## config.mk

```make
export PLATFORM = sky130hd
export DESIGN_NAME = gpio_port
export DESIGN_NICKNAME = d
export VERILOG_FILES = /design/src/verilog/pin_sync.v /design/src/verilog/gpio_port.v
export VERILOG_INCLUDE_DIRS = /design/src /design/src/include
export SDC_FILE = /design/constraint.sdc
export NUM_CORES = 1
export LEC_CHECK = 0
export ABC_AREA = 1
export BUFFER_PORTS_ARGS = -buffer_cell sky130_fd_sc_hd__buf_2
export CORE_UTILIZATION = 45
export CTS_CLUSTER_SIZE = 16
export DETAILED_ROUTE_END_ITERATION = 16
export PLACE_DENSITY = 0.71
export SLEW_MARGIN = 20
export SYNTH_ARGS = -nofsm -noshare
export SYNTH_HDL_FRONTEND = slang
export SYNTH_SLANG_ARGS = --single-unit
```

## constraint.sdc

```tcl
create_clock -name core_clk -period 1.6 [get_ports core_clk]
set_input_delay 0.24 -clock core_clk [delete_from_list [all_inputs] [get_ports core_clk]]
set_output_delay 0.24 -clock core_clk [all_outputs]
set_load 0.01 [all_outputs]
```

## src/include/gpio_pin_defs.vh

```
// Constants for the general-purpose port pin block and its register slave.
// Assumes an AXI4-Lite master with 32-bit data and a 50 MHz core clock.
//
// Summary of operation
// - Writing one to input bit toggles latch.
// - Global pull-up disable turns every pull-up off.
// - Reset clears direction and latch bits.
// - Pull-up only for input, latch one, enabled.
// - Output drives the latch value, no pull-up.
// - Pin level readable in input register, except clamped pins during sleep.
// - Falling-edge latch then rising-edge input register.
// - Pin change seen after half to 1.5 periods.
// - Written value visible one period after write.
// - Sleep clamps the digital input to ground.
// - Clamp skipped where external interrupt enabled.
// - High clamped interrupt pin flags on wake.
`ifndef GPIO_PIN_DEFS_VH
`define GPIO_PIN_DEFS_VH

// ************************************************************
// Register offsets
// ************************************************************
`define OFS_INPUT 8'h00
`define OFS_LATCH 8'h04
`define OFS_DIRECTION 8'h08
`define OFS_CONTROL 8'h0C
`define OFS_IRQ_ENABLE 8'h10
`define OFS_STATUS 8'h14
`define OFS_MASK 8'h18
`define OFS_SENSE 8'h1C

// ************************************************************
// Fields and reset values
// ************************************************************
`define CTRL_PUD_BIT 0
`define CTRL_SLEEP_BIT 1
`define RST_ZERO 32'h00000000
`define RESP_OKAY 2'h0
`define RESP_SLVERR 2'h2

`endif

```

## src/verilog/pin_sync.v

```verilog
// Two-stage input synchroniser for a group of pins.
// Assumes a single clock; the first stage captures on the falling edge.
`timescale 1ns/1ps
module pin_sync #(
    parameter WIDTH = 8
) (
    // Clock and reset
    input wire core_clk,
    input wire sys_rst,
    // Data
    input wire [WIDTH-1:0] async_in,
    output reg [WIDTH-1:0] sync_out
);
    reg [WIDTH-1:0] half_stage;

    // The first stage closes when the clock falls.
    always @(negedge core_clk)
    begin
        if (sys_rst)
            half_stage <= {WIDTH{1'b0}};
        else
            half_stage <= async_in;
    end

    // The second stage loads at the next rising edge.
    always @(posedge core_clk)
    begin
        if (sys_rst)
            sync_out <= {WIDTH{1'b0}};
        else
            sync_out <= half_stage;
    end
endmodule // pin_sync

```

## src/verilog/gpio_port.v

```verilog
// One general-purpose port of WIDTH pins behind an AXI4-Lite slave.
// Assumes pad logic outside resolves the pin from out, oe and pull-up.
//
// Local design decisions: the placing of the registers and register access over AXI4-Lite.
`timescale 1ns/1ps
`include "gpio_pin_defs.vh"
module gpio_port #(
    parameter WIDTH = 8
) (
    // Clock and reset
    input wire core_clk,
    input wire sys_rst,
    // AXI4-Lite write address
    input wire [7:0] s_axi_awaddr,
    input wire s_axi_awvalid,
    output wire s_axi_awready,
    // AXI4-Lite write data
    input wire [31:0] s_axi_wdata,
    input wire [3:0] s_axi_wstrb,
    input wire s_axi_wvalid,
    output wire s_axi_wready,
    // AXI4-Lite write response
    output reg [1:0] s_axi_bresp,
    output reg s_axi_bvalid,
    input wire s_axi_bready,
    // AXI4-Lite read address
    input wire [7:0] s_axi_araddr,
    input wire s_axi_arvalid,
    output wire s_axi_arready,
    // AXI4-Lite read data
    output reg [31:0] s_axi_rdata,
    output reg [1:0] s_axi_rresp,
    output reg s_axi_rvalid,
    input wire s_axi_rready,
    // Pins
    input wire [WIDTH-1:0] pin_in,
    output wire [WIDTH-1:0] pin_out,
    output wire [WIDTH-1:0] pin_oe,
    output wire [WIDTH-1:0] pin_pullup,
    // Sleep controller
    input wire sleep_clamp,
    // Interrupt
    output wire irq
);
    // ************************************************************
    // Register state
    // ************************************************************
    reg [WIDTH-1:0] output_latch_bit;
    reg [WIDTH-1:0] pin_direction_register_bit;
    reg global_pullup_disable;
    reg [WIDTH-1:0] ext_irq_enable;
    reg [WIDTH-1:0] edge_sense;
    reg [WIDTH-1:0] status;
    reg [WIDTH-1:0] mask;
    reg [WIDTH-1:0] prev_input;
    reg [7:0] aw_addr;
    reg aw_held;
    reg [31:0] w_data;
    reg [3:0] w_strb;
    reg w_held;
    wire [WIDTH-1:0] pin_input_bit;
    wire [WIDTH-1:0] clamped_in;
    wire [WIDTH-1:0] clamp_sel;
    wire [WIDTH-1:0] change_evt;
    wire do_write;
    wire [WIDTH-1:0] wbits;
    reg [31:0] next_rdata;
    reg [1:0] next_rresp;
    reg [WIDTH-1:0] next_status;
    wire next_pud;
    wire [WIDTH-1:0] toggled_latch;

    // ************************************************************
    // Register decode
    // ************************************************************
    // Returns one for every offset that names a register.
    function reg_hit;
        input [7:0] addr;
        begin
            case (addr)
                `OFS_INPUT, `OFS_LATCH,
                `OFS_DIRECTION, `OFS_CONTROL,
                `OFS_IRQ_ENABLE, `OFS_STATUS,
                `OFS_MASK, `OFS_SENSE:
                    reg_hit = 1'b1;
                default:
                    reg_hit = 1'b0;
            endcase
        end
    endfunction

    // Keeps the written bits whose byte strobe is set, zeroes the rest.
    function [WIDTH-1:0] strobed;
        input [31:0] data;
        input [3:0] strb;
        integer k;
        begin
            strobed = {WIDTH{1'b0}};
            for (k = 0; k < WIDTH; k = k + 1)
                strobed[k] = data[k] & strb[k / 8];
        end
    endfunction

    // Replaces the strobed bytes of a register with the written data.
    function [WIDTH-1:0] merged;
        input [WIDTH-1:0] old;
        input [31:0] data;
        input [3:0] strb;
        integer k;
        begin
            merged = old;
            for (k = 0; k < WIDTH; k = k + 1)
                if (strb[k / 8])
                    merged[k] = data[k];
        end
    endfunction

    // ************************************************************
    // Pad control
    // ************************************************************
    assign pin_oe = pin_direction_register_bit;
    assign pin_out = output_latch_bit;
    assign pin_pullup = ~pin_direction_register_bit & output_latch_bit &
        {WIDTH{~global_pullup_disable}};

    // The sleep clamp forces the input low except on enabled interrupt pins.
    assign clamp_sel = {WIDTH{sleep_clamp}} & ~ext_irq_enable;
    assign clamped_in = pin_in & ~clamp_sel;

    pin_sync #(
        .WIDTH(WIDTH)
    ) u_sync (
        .core_clk(core_clk),
        .sys_rst(sys_rst),
        .async_in(clamped_in),
        .sync_out(pin_input_bit)
    );

    // ************************************************************
    // Change events
    // ************************************************************
    // A rise or a fall on a sensing pin sets its flag, including the release of the
    // sleep clamp while the pin is high.
    assign change_evt = edge_sense & (pin_input_bit ^ prev_input);

    // ************************************************************
    // Write channel
    // ************************************************************
    assign s_axi_awready = ~aw_held & ~s_axi_bvalid;
    assign s_axi_wready = ~w_held & ~s_axi_bvalid;
    assign do_write = aw_held & w_held & ~s_axi_bvalid;
    assign wbits = strobed(w_data, w_strb);
    assign toggled_latch = output_latch_bit ^ wbits;
    assign next_pud = w_strb[0] ? w_data[`CTRL_PUD_BIT] :
        global_pullup_disable;

    always @(posedge core_clk)
    begin
        if (sys_rst)
        begin
            aw_addr <= 8'h00;
            aw_held <= 1'b0;
            w_data <= `RST_ZERO;
            w_strb <= 4'h0;
            w_held <= 1'b0;
            s_axi_bvalid <= 1'b0;
            s_axi_bresp <= `RESP_OKAY;
        end
        else
        begin
            if (s_axi_awvalid && s_axi_awready)
            begin
                aw_addr <= s_axi_awaddr;
                aw_held <= 1'b1;
            end
            if (s_axi_wvalid && s_axi_wready)
            begin
                w_data <= s_axi_wdata;
                w_strb <= s_axi_wstrb;
                w_held <= 1'b1;
            end
            if (do_write)
            begin
                aw_held <= 1'b0;
                w_held <= 1'b0;
                s_axi_bvalid <= 1'b1;
                s_axi_bresp <= reg_hit(aw_addr) ? `RESP_OKAY :
                    `RESP_SLVERR;
            end
            else if (s_axi_bvalid && s_axi_bready)
                s_axi_bvalid <= 1'b0;
        end
    end

    // ************************************************************
    // Registers
    // ************************************************************
    always @(posedge core_clk)
    begin
        if (sys_rst)
        begin
            output_latch_bit <= {WIDTH{1'b0}};
            pin_direction_register_bit <= {WIDTH{1'b0}};
            global_pullup_disable <= 1'b0;
            ext_irq_enable <= {WIDTH{1'b0}};
            edge_sense <= {WIDTH{1'b0}};
            mask <= {WIDTH{1'b0}};
            status <= {WIDTH{1'b0}};
            prev_input <= {WIDTH{1'b0}};
        end
        else
        begin
            prev_input <= pin_input_bit;
            status <= next_status;
            if (do_write)
            begin
                case (aw_addr)
                    `OFS_INPUT:
                        output_latch_bit <= toggled_latch;
                    `OFS_LATCH:
                        output_latch_bit <= merged(output_latch_bit, w_data,
                            w_strb);
                    `OFS_DIRECTION:
                        pin_direction_register_bit <= merged(
                            pin_direction_register_bit, w_data, w_strb);
                    `OFS_CONTROL:
                        global_pullup_disable <= next_pud;
                    `OFS_IRQ_ENABLE:
                        ext_irq_enable <= merged(ext_irq_enable, w_data,
                            w_strb);
                    `OFS_MASK:
                        mask <= merged(mask, w_data, w_strb);
                    `OFS_SENSE:
                        edge_sense <= merged(edge_sense, w_data, w_strb);
                    default:
                        ;
                endcase
            end
        end
    end

    // ************************************************************
    // Status flags
    // ************************************************************
    // A new event wins over a clear in the same cycle.
    always @*
    begin
        next_status = status;
        if (do_write && aw_addr == `OFS_STATUS)
            next_status = status & ~wbits;
        next_status = next_status | change_evt;
    end

    assign irq = |(status & mask);

    // ************************************************************
    // Read channel
    // ************************************************************
    assign s_axi_arready = ~s_axi_rvalid;

    always @*
    begin
        next_rdata = `RST_ZERO;
        next_rresp = reg_hit(s_axi_araddr) ? `RESP_OKAY : `RESP_SLVERR;
        case (s_axi_araddr)
            `OFS_INPUT:
                next_rdata[WIDTH-1:0] = pin_input_bit;
            `OFS_LATCH:
                next_rdata[WIDTH-1:0] = output_latch_bit;
            `OFS_DIRECTION:
                next_rdata[WIDTH-1:0] = pin_direction_register_bit;
            `OFS_CONTROL:
            begin
                next_rdata[`CTRL_PUD_BIT] = global_pullup_disable;
                next_rdata[`CTRL_SLEEP_BIT] = sleep_clamp;
            end
            `OFS_IRQ_ENABLE:
                next_rdata[WIDTH-1:0] = ext_irq_enable;
            `OFS_STATUS:
                next_rdata[WIDTH-1:0] = status;
            `OFS_MASK:
                next_rdata[WIDTH-1:0] = mask;
            `OFS_SENSE:
                next_rdata[WIDTH-1:0] = edge_sense;
            default:
                ;
        endcase
    end

    always @(posedge core_clk)
    begin
        if (sys_rst)
        begin
            s_axi_rvalid <= 1'b0;
            s_axi_rdata <= `RST_ZERO;
            s_axi_rresp <= `RESP_OKAY;
        end
        else if (s_axi_arvalid && s_axi_arready)
        begin
            s_axi_rvalid <= 1'b1;
            s_axi_rdata <= next_rdata;
            s_axi_rresp <= next_rresp;
        end
        else if (s_axi_rvalid && s_axi_rready)
            s_axi_rvalid <= 1'b0;
    end
endmodule // gpio_port

```

==> flow_summary.ini, run 1 <==
[timing]
post-route-min-period_ps = 1550
whs_ps = 122
setup_violations = 0
rsz0062_at_grt = yes
finClkSkew_ps = 42.6
fin_crit_sh = 0.970
fmax_mhz = 644
timing_hold_violations_final = 0
slew_viol_final = 0

[logic_synthesis]
ys_top_cells_by_area = dfxtp_1 44%, nand2_1 8.7%, o21ai_0 7.1%, a21oi_1 6.7%, nor2_1 6.1%
netlist.area_leader.share = 0.437
synth-main-ff-cell = dfxtp_1
syn_inst = 649
syn_area_um2 = 4810
synthArstFlopShare = 0
synth_area_per_cell_um2 = 7.42
synth_cell_types = 33
synth_most_common_cell = nand2_1
ys_seq_elements = 105
synthTopCellsByCount = 112 x nand2_1, 105 x dfxtp_1, 78 x nor2_1
synth_top_area_cell = dfxtp_1
synth_edf_count = 0
seq_area_frac_synth = 0.437
ys_warn_count = 0

[clock_tree]
cts_buffer_depth = 2
cts_hold_buffers = 0
cts_tree = yes
clock-sinks = 105
cts_buffers = 9
clkLatencyLatePin_ps = 410
htreeDepth = 3
root_buffer = clkbuf_8
path_clk_slew_ps = 90

[detailed_routing]
vias_per_cell = 5.13
drcViolationCount = 0
wl_per_cell_um = 14.3
drt_iter0_drc = 331
finalWirelength_mm = 12.6
vias = 4530
dr.pass1.iters = 5
postRouteAntennaNets = 0

[die]
fp.dieArea_um2 = 11100
core_um2 = 10400
initial_core_util = 0.464
fp.dieH_um = 105
num_rows = 37
ios = 134
dieWidth_um = 105

[pwr]
peakVddDrop_mv = 0.460
power.density_nw_per_um2 = 914
power.leakage_nw = 2.65

[placed_design]
port-buffer-count = 80
placed_cells = 854
gp_congestion = 0.882
detailed_place_hpwl_mm = 9.31

[run]
drv_cap = 0

[min_path]
hp-class = in -> reg

[grt]
gr-usage-all-layers = 0.239
grt_pass1_vias = 4222
globalRouteOverflowTotal = 0
grt_max_degree = 39
grt_pass1_wl_mm = 20.6
grt_antenna_before_repair = 0

[layout]
multi_input_area_um2 = 2250
instances_no_fill = 883
drive_above_1_share = 0.202
regArea_um2 = 2110
nets = 810
area_growth_syn_to_layout_pct = 17.8
nFillCells = 991
insertedDiodeCount = 0

[critical_path]
startpoint_type = flip-flop
crit_arrival_ps = 1310
worstSetupPathType = reg -> out
cp_max_fo = 3
crit_path_end_kind = output pin
required_ps = 1360

[outcome]
status = completed
path summary, 6_finish.rpt:
| kind | from | slack (ps) | to | depth (start not counted) |
|---|---|---|---|---|
| worst min register to register | flip-flop | 410 | s_axi_bresp[1] | 1 |
| worst max-delay path | status[0] | 50 | irq | 5 |
| worst max register to register | w_held | 70 | pin_oe[2] | 6 |
| worst min-delay path | s_axi_awaddr[5] | 120 | aw_addr[5] | 3 |
sequential cells by signal, indices dropped and copies added, names as in the netlist, named ones only:
register,flops
s_axi_bvalid,1
w_strb,1
mask,8
s_axi_rresp,1
w_data,8
s_axi_bresp,1
edge_sense,8
s_axi_rvalid,1
global_pullup_disable,1
aw_held,1
ext_irq_enable,8
pin_out,8
pin_oe,8
s_axi_rdata,8
u_sync.sync_out,8
u_sync.half_stage,8
aw_addr,8
prev_input,8
w_held,1
status,8
report_power, final:
| group | switching (mW) | internal, mW |
|---|---|---|
| clock network | 0.966 | 0.904 |
| registers | 0.0577 | 2.69 |
| logic | 0.375 | 0.187 |
routing by layer:
metal	vias to the layer above	track usage	wire [um]
met5	-	0	0
met4	0	0.118	357
met3	25	0.0408	810
met2	199	0.399	6110
met1	2059	0.298	5320
li1	2247	-	-
critical path: stages, from the launching register on:
cell      delay, ps
dfxtp_1         340
nand2_1          70
nand2_1          50
a221oi_1        210
nand2_1         120
buf_2           150
cell families after synthesis:
| kind of cell | synth area share |
|---|---|
| AOI/OAI and AO/OA | 0.172 |
| xor gates and xnor gates | 0.0291 |
| DFF | 0.437 |
| other | 0.000779 |
| buffers and inverters | 0.117 |
| and+or+nand+nor | 0.245 |
metrics by stage:
stage	utilization	worst slack (ps)	total power [mW]	area, um^2	TNS, ps
CTS	0.539	3.74	5.19	5590	0
global placement	0.516	19.9	3.39	5350	0
finish	0.547	48.1	5.18	5670	0
floorplan	-	38.5	3.24	4910	0
detailed placement	0.516	-29.8	3.40	5350	-92.4
global route	0.547	-50.6	5.40	5670	-133
what timing repair did:
item                       4_1_cts  5_1_grt
setup endpoints to repair        0       26
gates resized for setup          0        5
setup buffers                    0        6
area by class of cell:
cell class / count / share of cell area
multi-input cells: 456 / 0.397
flip-flops and latches: 105 / 0.371
repair buffers: 104 / 0.120
inverters: 58 / 0.0384
well taps: 136 / 0.0300
clock buffers: 9 / 0.0218
clock inverters: 15 / 0.0212
placed cells by master, fill, tap and decap left out, drive strengths merged:
| cell | n |
|---|---|
| a211oi | 8 |
| a21oi | 64 |
| a221oi | 2 |
| a31oi | 1 |
| a41oi | 1 |
| buf | 104 |
| bufinv | 2 |
| clkbuf | 9 |
| clkinv | 3 |
| conb | 26 |
| dfxtp | 105 |
| inv | 68 |
| nand2 | 115 |
| nand3 | 48 |
| nand4 | 2 |
| nor2 | 87 |
| nor3 | 9 |
| o21a | 6 |
| o21ai | 69 |
| o22ai | 2 |
| xor2 | 16 |
Note: power is estimated with default switching activity, not from simulation.
==> run 2, diff against run 1 <==
--- a/config.mk
+++ b/config.mk
@@ -6,12 +6,12 @@
 export SDC_FILE = /design/constraint.sdc
 export NUM_CORES = 1
 export LEC_CHECK = 0
-export ABC_AREA = 1
 export BUFFER_PORTS_ARGS = -buffer_cell sky130_fd_sc_hd__buf_2
 export CORE_UTILIZATION = 45
 export CTS_CLUSTER_SIZE = 16
 export DETAILED_ROUTE_END_ITERATION = 16
 export PLACE_DENSITY = 0.71
+export SKIP_LAST_GASP = 1
 export SLEW_MARGIN = 20
 export SYNTH_ARGS = -nofsm -noshare
 export SYNTH_HDL_FRONTEND = slang
==> run 2 against run 1 <==
Effect of this change: the run now ends with setup timing left; cell area rose by 8.0%; die area increased by 1.7%; sequential cell count unchanged; clock-buffer cell count did not move; combinational power up 21%; largest power group unchanged.
==> flow_summary.ini, run 2 <==
[detailed_routing]
vias_per_cell = 5.54
drt_iter0_drc = 259
wl_per_cell_um = 16.6
postRouteAntennaNets = 0
finalWirelength_mm = 13.7
drcViolationCount = 0
vias = 4551
dr.pass1.iters = 4

[outcome]
violations = setup timing
status = finished with violations

[pwr]
p_int_mw = 3.57
seqPwrFrac = 0.540
peakVddDrop_mv = 0.386
clkPwrFrac = 0.326
p_total_mw = 5.09
power.leakage_nw = 2.50
swShare = 0.298
power.density_nw_per_um2 = 831
switching_power_mw = 1.51
power_frac_comb = 0.134

[logic_synthesis]
syn_inst = 564
synthTopCellsByCount = 105 x dfxtp_1, 62 x nand2_1, 61 x a21oi_1
ys_seq_elements = 105
seq_area_frac_synth = 0.429
syn_area_um2 = 4900
synth_area_per_cell_um2 = 8.68
synth_edf_count = 0
synth_top_area_cell = dfxtp_1
ys_warn_count = 0
synth-main-ff-cell = dfxtp_1
netlist.area_leader.share = 0.429
synth_cell_types = 51
synthArstFlopShare = 0
ys_top_cells_by_area = dfxtp_1 43%, a21oi_1 6.2%, nand2_1 4.8%, o21ai_1 4.2%, buf_4 4.1%
synth_most_common_cell = dfxtp_1

[run]
drv_cap = 0

[critical_path]
crit-reg2reg-launch = aw_addr[0]
crit_chain = or3_1, or4_4, o211ai_2, o21ai_1
rrSetupSlack_ps = -200
rr_worst_depth = 4
crit_buf_inv = 0
crit_family = simple AND/OR/NAND/NOR gates
cp_max_fo = 8
required_ps = 1870
crit_arrival_ps = 2080
startpoint_type = flip-flop
crit_path_end_kind = flip-flop
cpMaxStageDelayCell = or4_4
worstSetupPathType = reg -> reg
r2r_end = pin_out[0]
slowest_delay_ps = 660

[die]
dieWidth_um = 106
num_rows = 37
fp.dieH_um = 106
fp.dieArea_um2 = 11300
initial_core_util = 0.470
ios = 134
core_um2 = 10400

[placed_design]
detailed_place_hpwl_mm = 9.89
gp_congestion = 0.918
port-buffer-count = 80
placed_cells = 794

[grt]
grt_pass1_vias = 4233
grt_max_degree = 47
grt_antenna_before_repair = 0
met2_usage = 0.404
met3_usage = 0.0497
globalRouteOverflowTotal = 0
grt_pass1_wl_mm = 21.3
gr-usage-all-layers = 0.245
grtUsageMet1 = 0.303
busiest_layer = met2

[min_path]
min_to = s_axi_rvalid
hp-start = s_axi_rready
hold_depth = 2
hp-class = in -> reg

[timing]
finClkSkew_ps = 43.2
setup_violations = 16
rsz0062_at_grt = yes
fmax_mhz = 555
timing_hold_violations_final = 0
worst_slack_ps = -203
slew_viol_final = 0
fin_crit_sh = 1.13
post-route-min-period_ps = 1800

[clock_tree]
cts_tree = yes
cts_buffers = 9
cts_hold_buffers = 0
cts_buffer_depth = 2
root_buffer = clkbuf_8
clkLatencyLatePin_ps = 420
path_clk_slew_ps = 110
htreeDepth = 3
clock-sinks = 105

[layout]
instances_no_fill = 821
nFillCells = 901
final_common_cell = dfxtp_1
regArea_um2 = 2120
multi_input_area_um2 = 2690
final_cell_mix = 93 x dfxtp_1, 80 x buf_2, 61 x nand2_1
area_growth_syn_to_layout_pct = 25.0
nets = 748
insertedDiodeCount = 0
drive_above_1_share = 0.307
## run 2: area by class of cell
type                            count  area share
Multi-Input combinational cell    407       0.440
Clock inverter                     15      0.0147
Timing Repair Buffer              136       0.144
Inverter                           13     0.00797
Clock buffer                        9      0.0202
Sequential cell                   105       0.346
Tap cell                          136      0.0278
## run 2: timing repair
action / CTS / global route
endpoints found under the setup margin: 18 / 48
buffers inserted: 0 / 3
endpoints found under the hold margin: 0 / 0
pin swaps: 4 / 17
gates cloned: 1 / 0
resized for setup: 15 / 46
## run 2: cells by family (layout without fill, tap and decap cells)
logic type | count (synthesis) | after routing | share of synthesized area
AO/OA/AOI/OAI | 169 | 169 | 0.209
XOR/XNOR | 8 | 8 | 0.0143
buffers and inverters | 77 | 173 | 0.0813
flip-flops | 105 | 105 | 0.429
multiplexers | 24 | 24 | 0.0677
other | 1 | 26 | 0.000766
AND/OR/NAND/NOR | 180 | 180 | 0.198
## run 2: power groups by stage
stage	Combinational, mW	Sequential [mW]	Clock [mW]
after floorplan	0.414	2.78	0.0347
after global placement	0.578	2.80	0.0347
after detailed placement	0.592	2.80	0.0347
after CTS	0.622	2.74	1.68
after global routing	0.743	2.75	1.82
final	0.681	2.75	1.66
## run 2: how the worst max path moves through the flow
stage,startpoint,to,slack (ps),cells after the start
after floorplan,aw_addr[7],pin_out[0],-240,6
after global placement,aw_addr[4],pin_oe[7],-140,4
after detailed placement,aw_addr[4],pin_oe[7],-160,4
after CTS,aw_addr[4],pin_out[4],-160,4
after global routing,aw_addr[4],pin_out[7],-270,4
final,aw_addr[0],pin_out[0],-200,4
## run 2: through the flow
step / util / TNS (ps) / cell area [um^2] / setup slack, ps / hold slack (ps)
floorplan: - / -2280 / 5020 / -242 / 340
global placement: 0.540 / -1720 / 5630 / -141 / 413
detailed placement: 0.540 / -1910 / 5630 / -160 / 410
CTS: 0.569 / -1520 / 5920 / -158 / 14.5
global route: 0.588 / -2650 / 6120 / -266 / 29.7
finish: 0.588 / -1850 / 6120 / -203 / 26.9
## run 2: per-layer routing
layer  up-vias  share of wire
li1       2200              -
met1      2112           0.42
met2       200           0.47
met3        39          0.074
met4         0          0.041
met5         -              0
==> run 3, diff against run 2 <==
--- a/config.mk
+++ b/config.mk
@@ -7,10 +7,11 @@
 export NUM_CORES = 1
 export LEC_CHECK = 0
 export BUFFER_PORTS_ARGS = -buffer_cell sky130_fd_sc_hd__buf_2
-export CORE_UTILIZATION = 45
+export CORE_MARGIN = 2
+export CORE_UTILIZATION = 49
 export CTS_CLUSTER_SIZE = 16
 export DETAILED_ROUTE_END_ITERATION = 16
-export PLACE_DENSITY = 0.71
+export PLACE_DENSITY = 0.8
 export SKIP_LAST_GASP = 1
 export SLEW_MARGIN = 20
 export SYNTH_ARGS = -nofsm -noshare
==> run 3 against run 2 <==
Effect of this change: the flow still finishes with violations (setup timing); sequential share of layout area decreased by 0.87 points; combinational power increased by 2%; sequential cell count unchanged; first-iteration DRC count increased by 67%; register-to-register slack about the same; cell area increased by 2.2%; via count increased by 5.5%; global-route usage increased by 0.71 points; critical path depth unchanged; setup slack improved by 4.6 ps; cell count decreased by 1.1%; largest power group unchanged; highest routed layer unchanged.
==> flow_summary.ini, run 3 (synthesis gave the netlist of run 2 again) <==
[outcome]
status = finished with violations
violations = setup timing

[detailed_routing]
dr.pass1.iters = 5
vias = 4800
drcViolationCount = 0
postRouteAntennaNets = 0
wl_per_cell_um = 18.5
drt_iter0_drc = 433
finalWirelength_mm = 15.0
vias_per_cell = 5.91

[layout]
nets = 742
final_common_cell = dfxtp_1
final_cell_mix = 100 x dfxtp_1, 80 x buf_2, 62 x nand2_1
nFillCells = 737
drive_above_1_share = 0.348
area_growth_syn_to_layout_pct = 27.8

[critical_path]
slowest_delay_ps = 540
crit_top_cell = or4_4
cp.depth = 4
rr_worst_depth = 4
crit_family = simple AND/OR/NAND/NOR gates
crit_path_end_kind = flip-flop
crit_arrival_ps = 2060
cpMaxStageDelayCell = or4_4
cp_max_fo = 8
required_ps = 1860
crit_buf_inv = 0
startpoint_type = flip-flop
worstSetupPathType = reg -> reg
crit_chain = or4_4, or4_4, o211ai_2, o21ai_1

[die]
ios = 134
core_um2 = 9730
initial_core_util = 0.503
num_rows = 36
dieWidth_um = 104
fp.dieH_um = 104
fp.dieArea_um2 = 10800

[timing]
whs_ps = 59.9
setup_violations = 27
timing_hold_violations_final = 0
worst_slack_ps = -198
max_slew_margin = 0.529
slew_viol_final = 0
finClkSkew_ps = 50.0
fmax_mhz = 556
rsz0062_at_grt = yes
tns_ps = -2470
fin_crit_sh = 1.12
worst_pin_slew_ps = 707
post-route-min-period_ps = 1800

[min_path]
hp-class = in -> reg
hold_depth = 2

[clock_tree]
htreeDepth = 3
clock-sinks = 105
cts_buffers = 9
cts_hold_buffers = 0
cts_tree = yes
clkLatencyLatePin_ps = 400
path_clk_slew_ps = 110
cts_buffer_depth = 2
root_buffer = clkbuf_8

[grt]
gr-usage-all-layers = 0.252
grt_pass1_vias = 4356
grt_antenna_before_repair = 0
grt_max_degree = 61
grt_pass1_wl_mm = 21.8
globalRouteOverflowTotal = 0

[pwr]
power.leakage_nw = 2.48
power.density_nw_per_um2 = 801
peakVddDrop_mv = 0.496

[placed_design]
detailed_place_hpwl_mm = 9.96
post-place-ws_ps = -158
gp_congestion = 0.977
port-buffer-count = 80

[run]
drv_cap = 0
-- run 3: cell count changes in the layout (fill, tap and decap cells not counted), moves of 9 or more --
cell     before  now
a21oi_1      58   47
a21oi_2       3   14
buf_4        45   35
nand3_1      25   13
nand3_2       3   12
o21ai_1      45   29
o21ai_2       2   18
-- run 3: worst reg2reg max path: cells and delay by family, from the launching register on --
family	cells	cell delay, ps
AOI/OAI and AO/OA	2	290
DFF	1	340
and+or+nand+nor	2	1070
-- run 3: what timing repair did --
action,in CTS,in global routing
pin swaps,7,27
cloned,1,1
resized for setup,21,78
setup endpoints to repair,40,50
setup buffers,0,2
-- run 3: layout make-up --
type	count	area, um^2	area share
sequential	105	2110	0.337
multi-input combinational	407	2860	0.457
inverter	13	48.8	0.00780
tap	133	166	0.0266
antenna	1	2.50	0.000400
timing repair buffer	130	878	0.140
clock buffer	10	128	0.0204
clock inverter	13	66.3	0.0106
-- run 3: power by group --
group          internal, mW  switching (mW)  total [mW]
clock                 0.597           0.963        1.56
combinational         0.272           0.420       0.693
sequential             2.68          0.0822        2.76
total                  3.54            1.47        5.01
-- run 3: routing by layer --
layer,vias to the layer above,wire length (um),global-route usage
met5,-,0,0
met4,0,532,0.0985
met3,45,1270,0.0595
met2,295,7290,0.424
met1,2273,5940,0.312
li1,2187,-,-
-- run 3: path summary, 6_finish.rpt --
| kind | from | end | slack (ps) |
|---|---|---|---|
| worst max-delay path | aw_addr[4] | pin_out[0] | -200 |
| worst min-delay path | s_axi_rready | s_axi_rvalid | 60 |
| worst max register to register | aw_addr[4] | pin_out[0] | -200 |
| worst min register to register | flip-flop | s_axi_bresp[1] | 440 |
-- run 3: stage by stage --
step | total power [mW] | utilization | instances | instance area (um^2)
floorplan | 3.23 | - | 589 | 5020
global placement | 3.40 | 0.575 | 785 | 5590
detailed placement | 3.42 | 0.575 | 785 | 5590
CTS | 4.91 | 0.604 | 808 | 5880
global route | 5.19 | 0.643 | 811 | 6250
finish | 5.01 | 0.643 | 812 | 6250
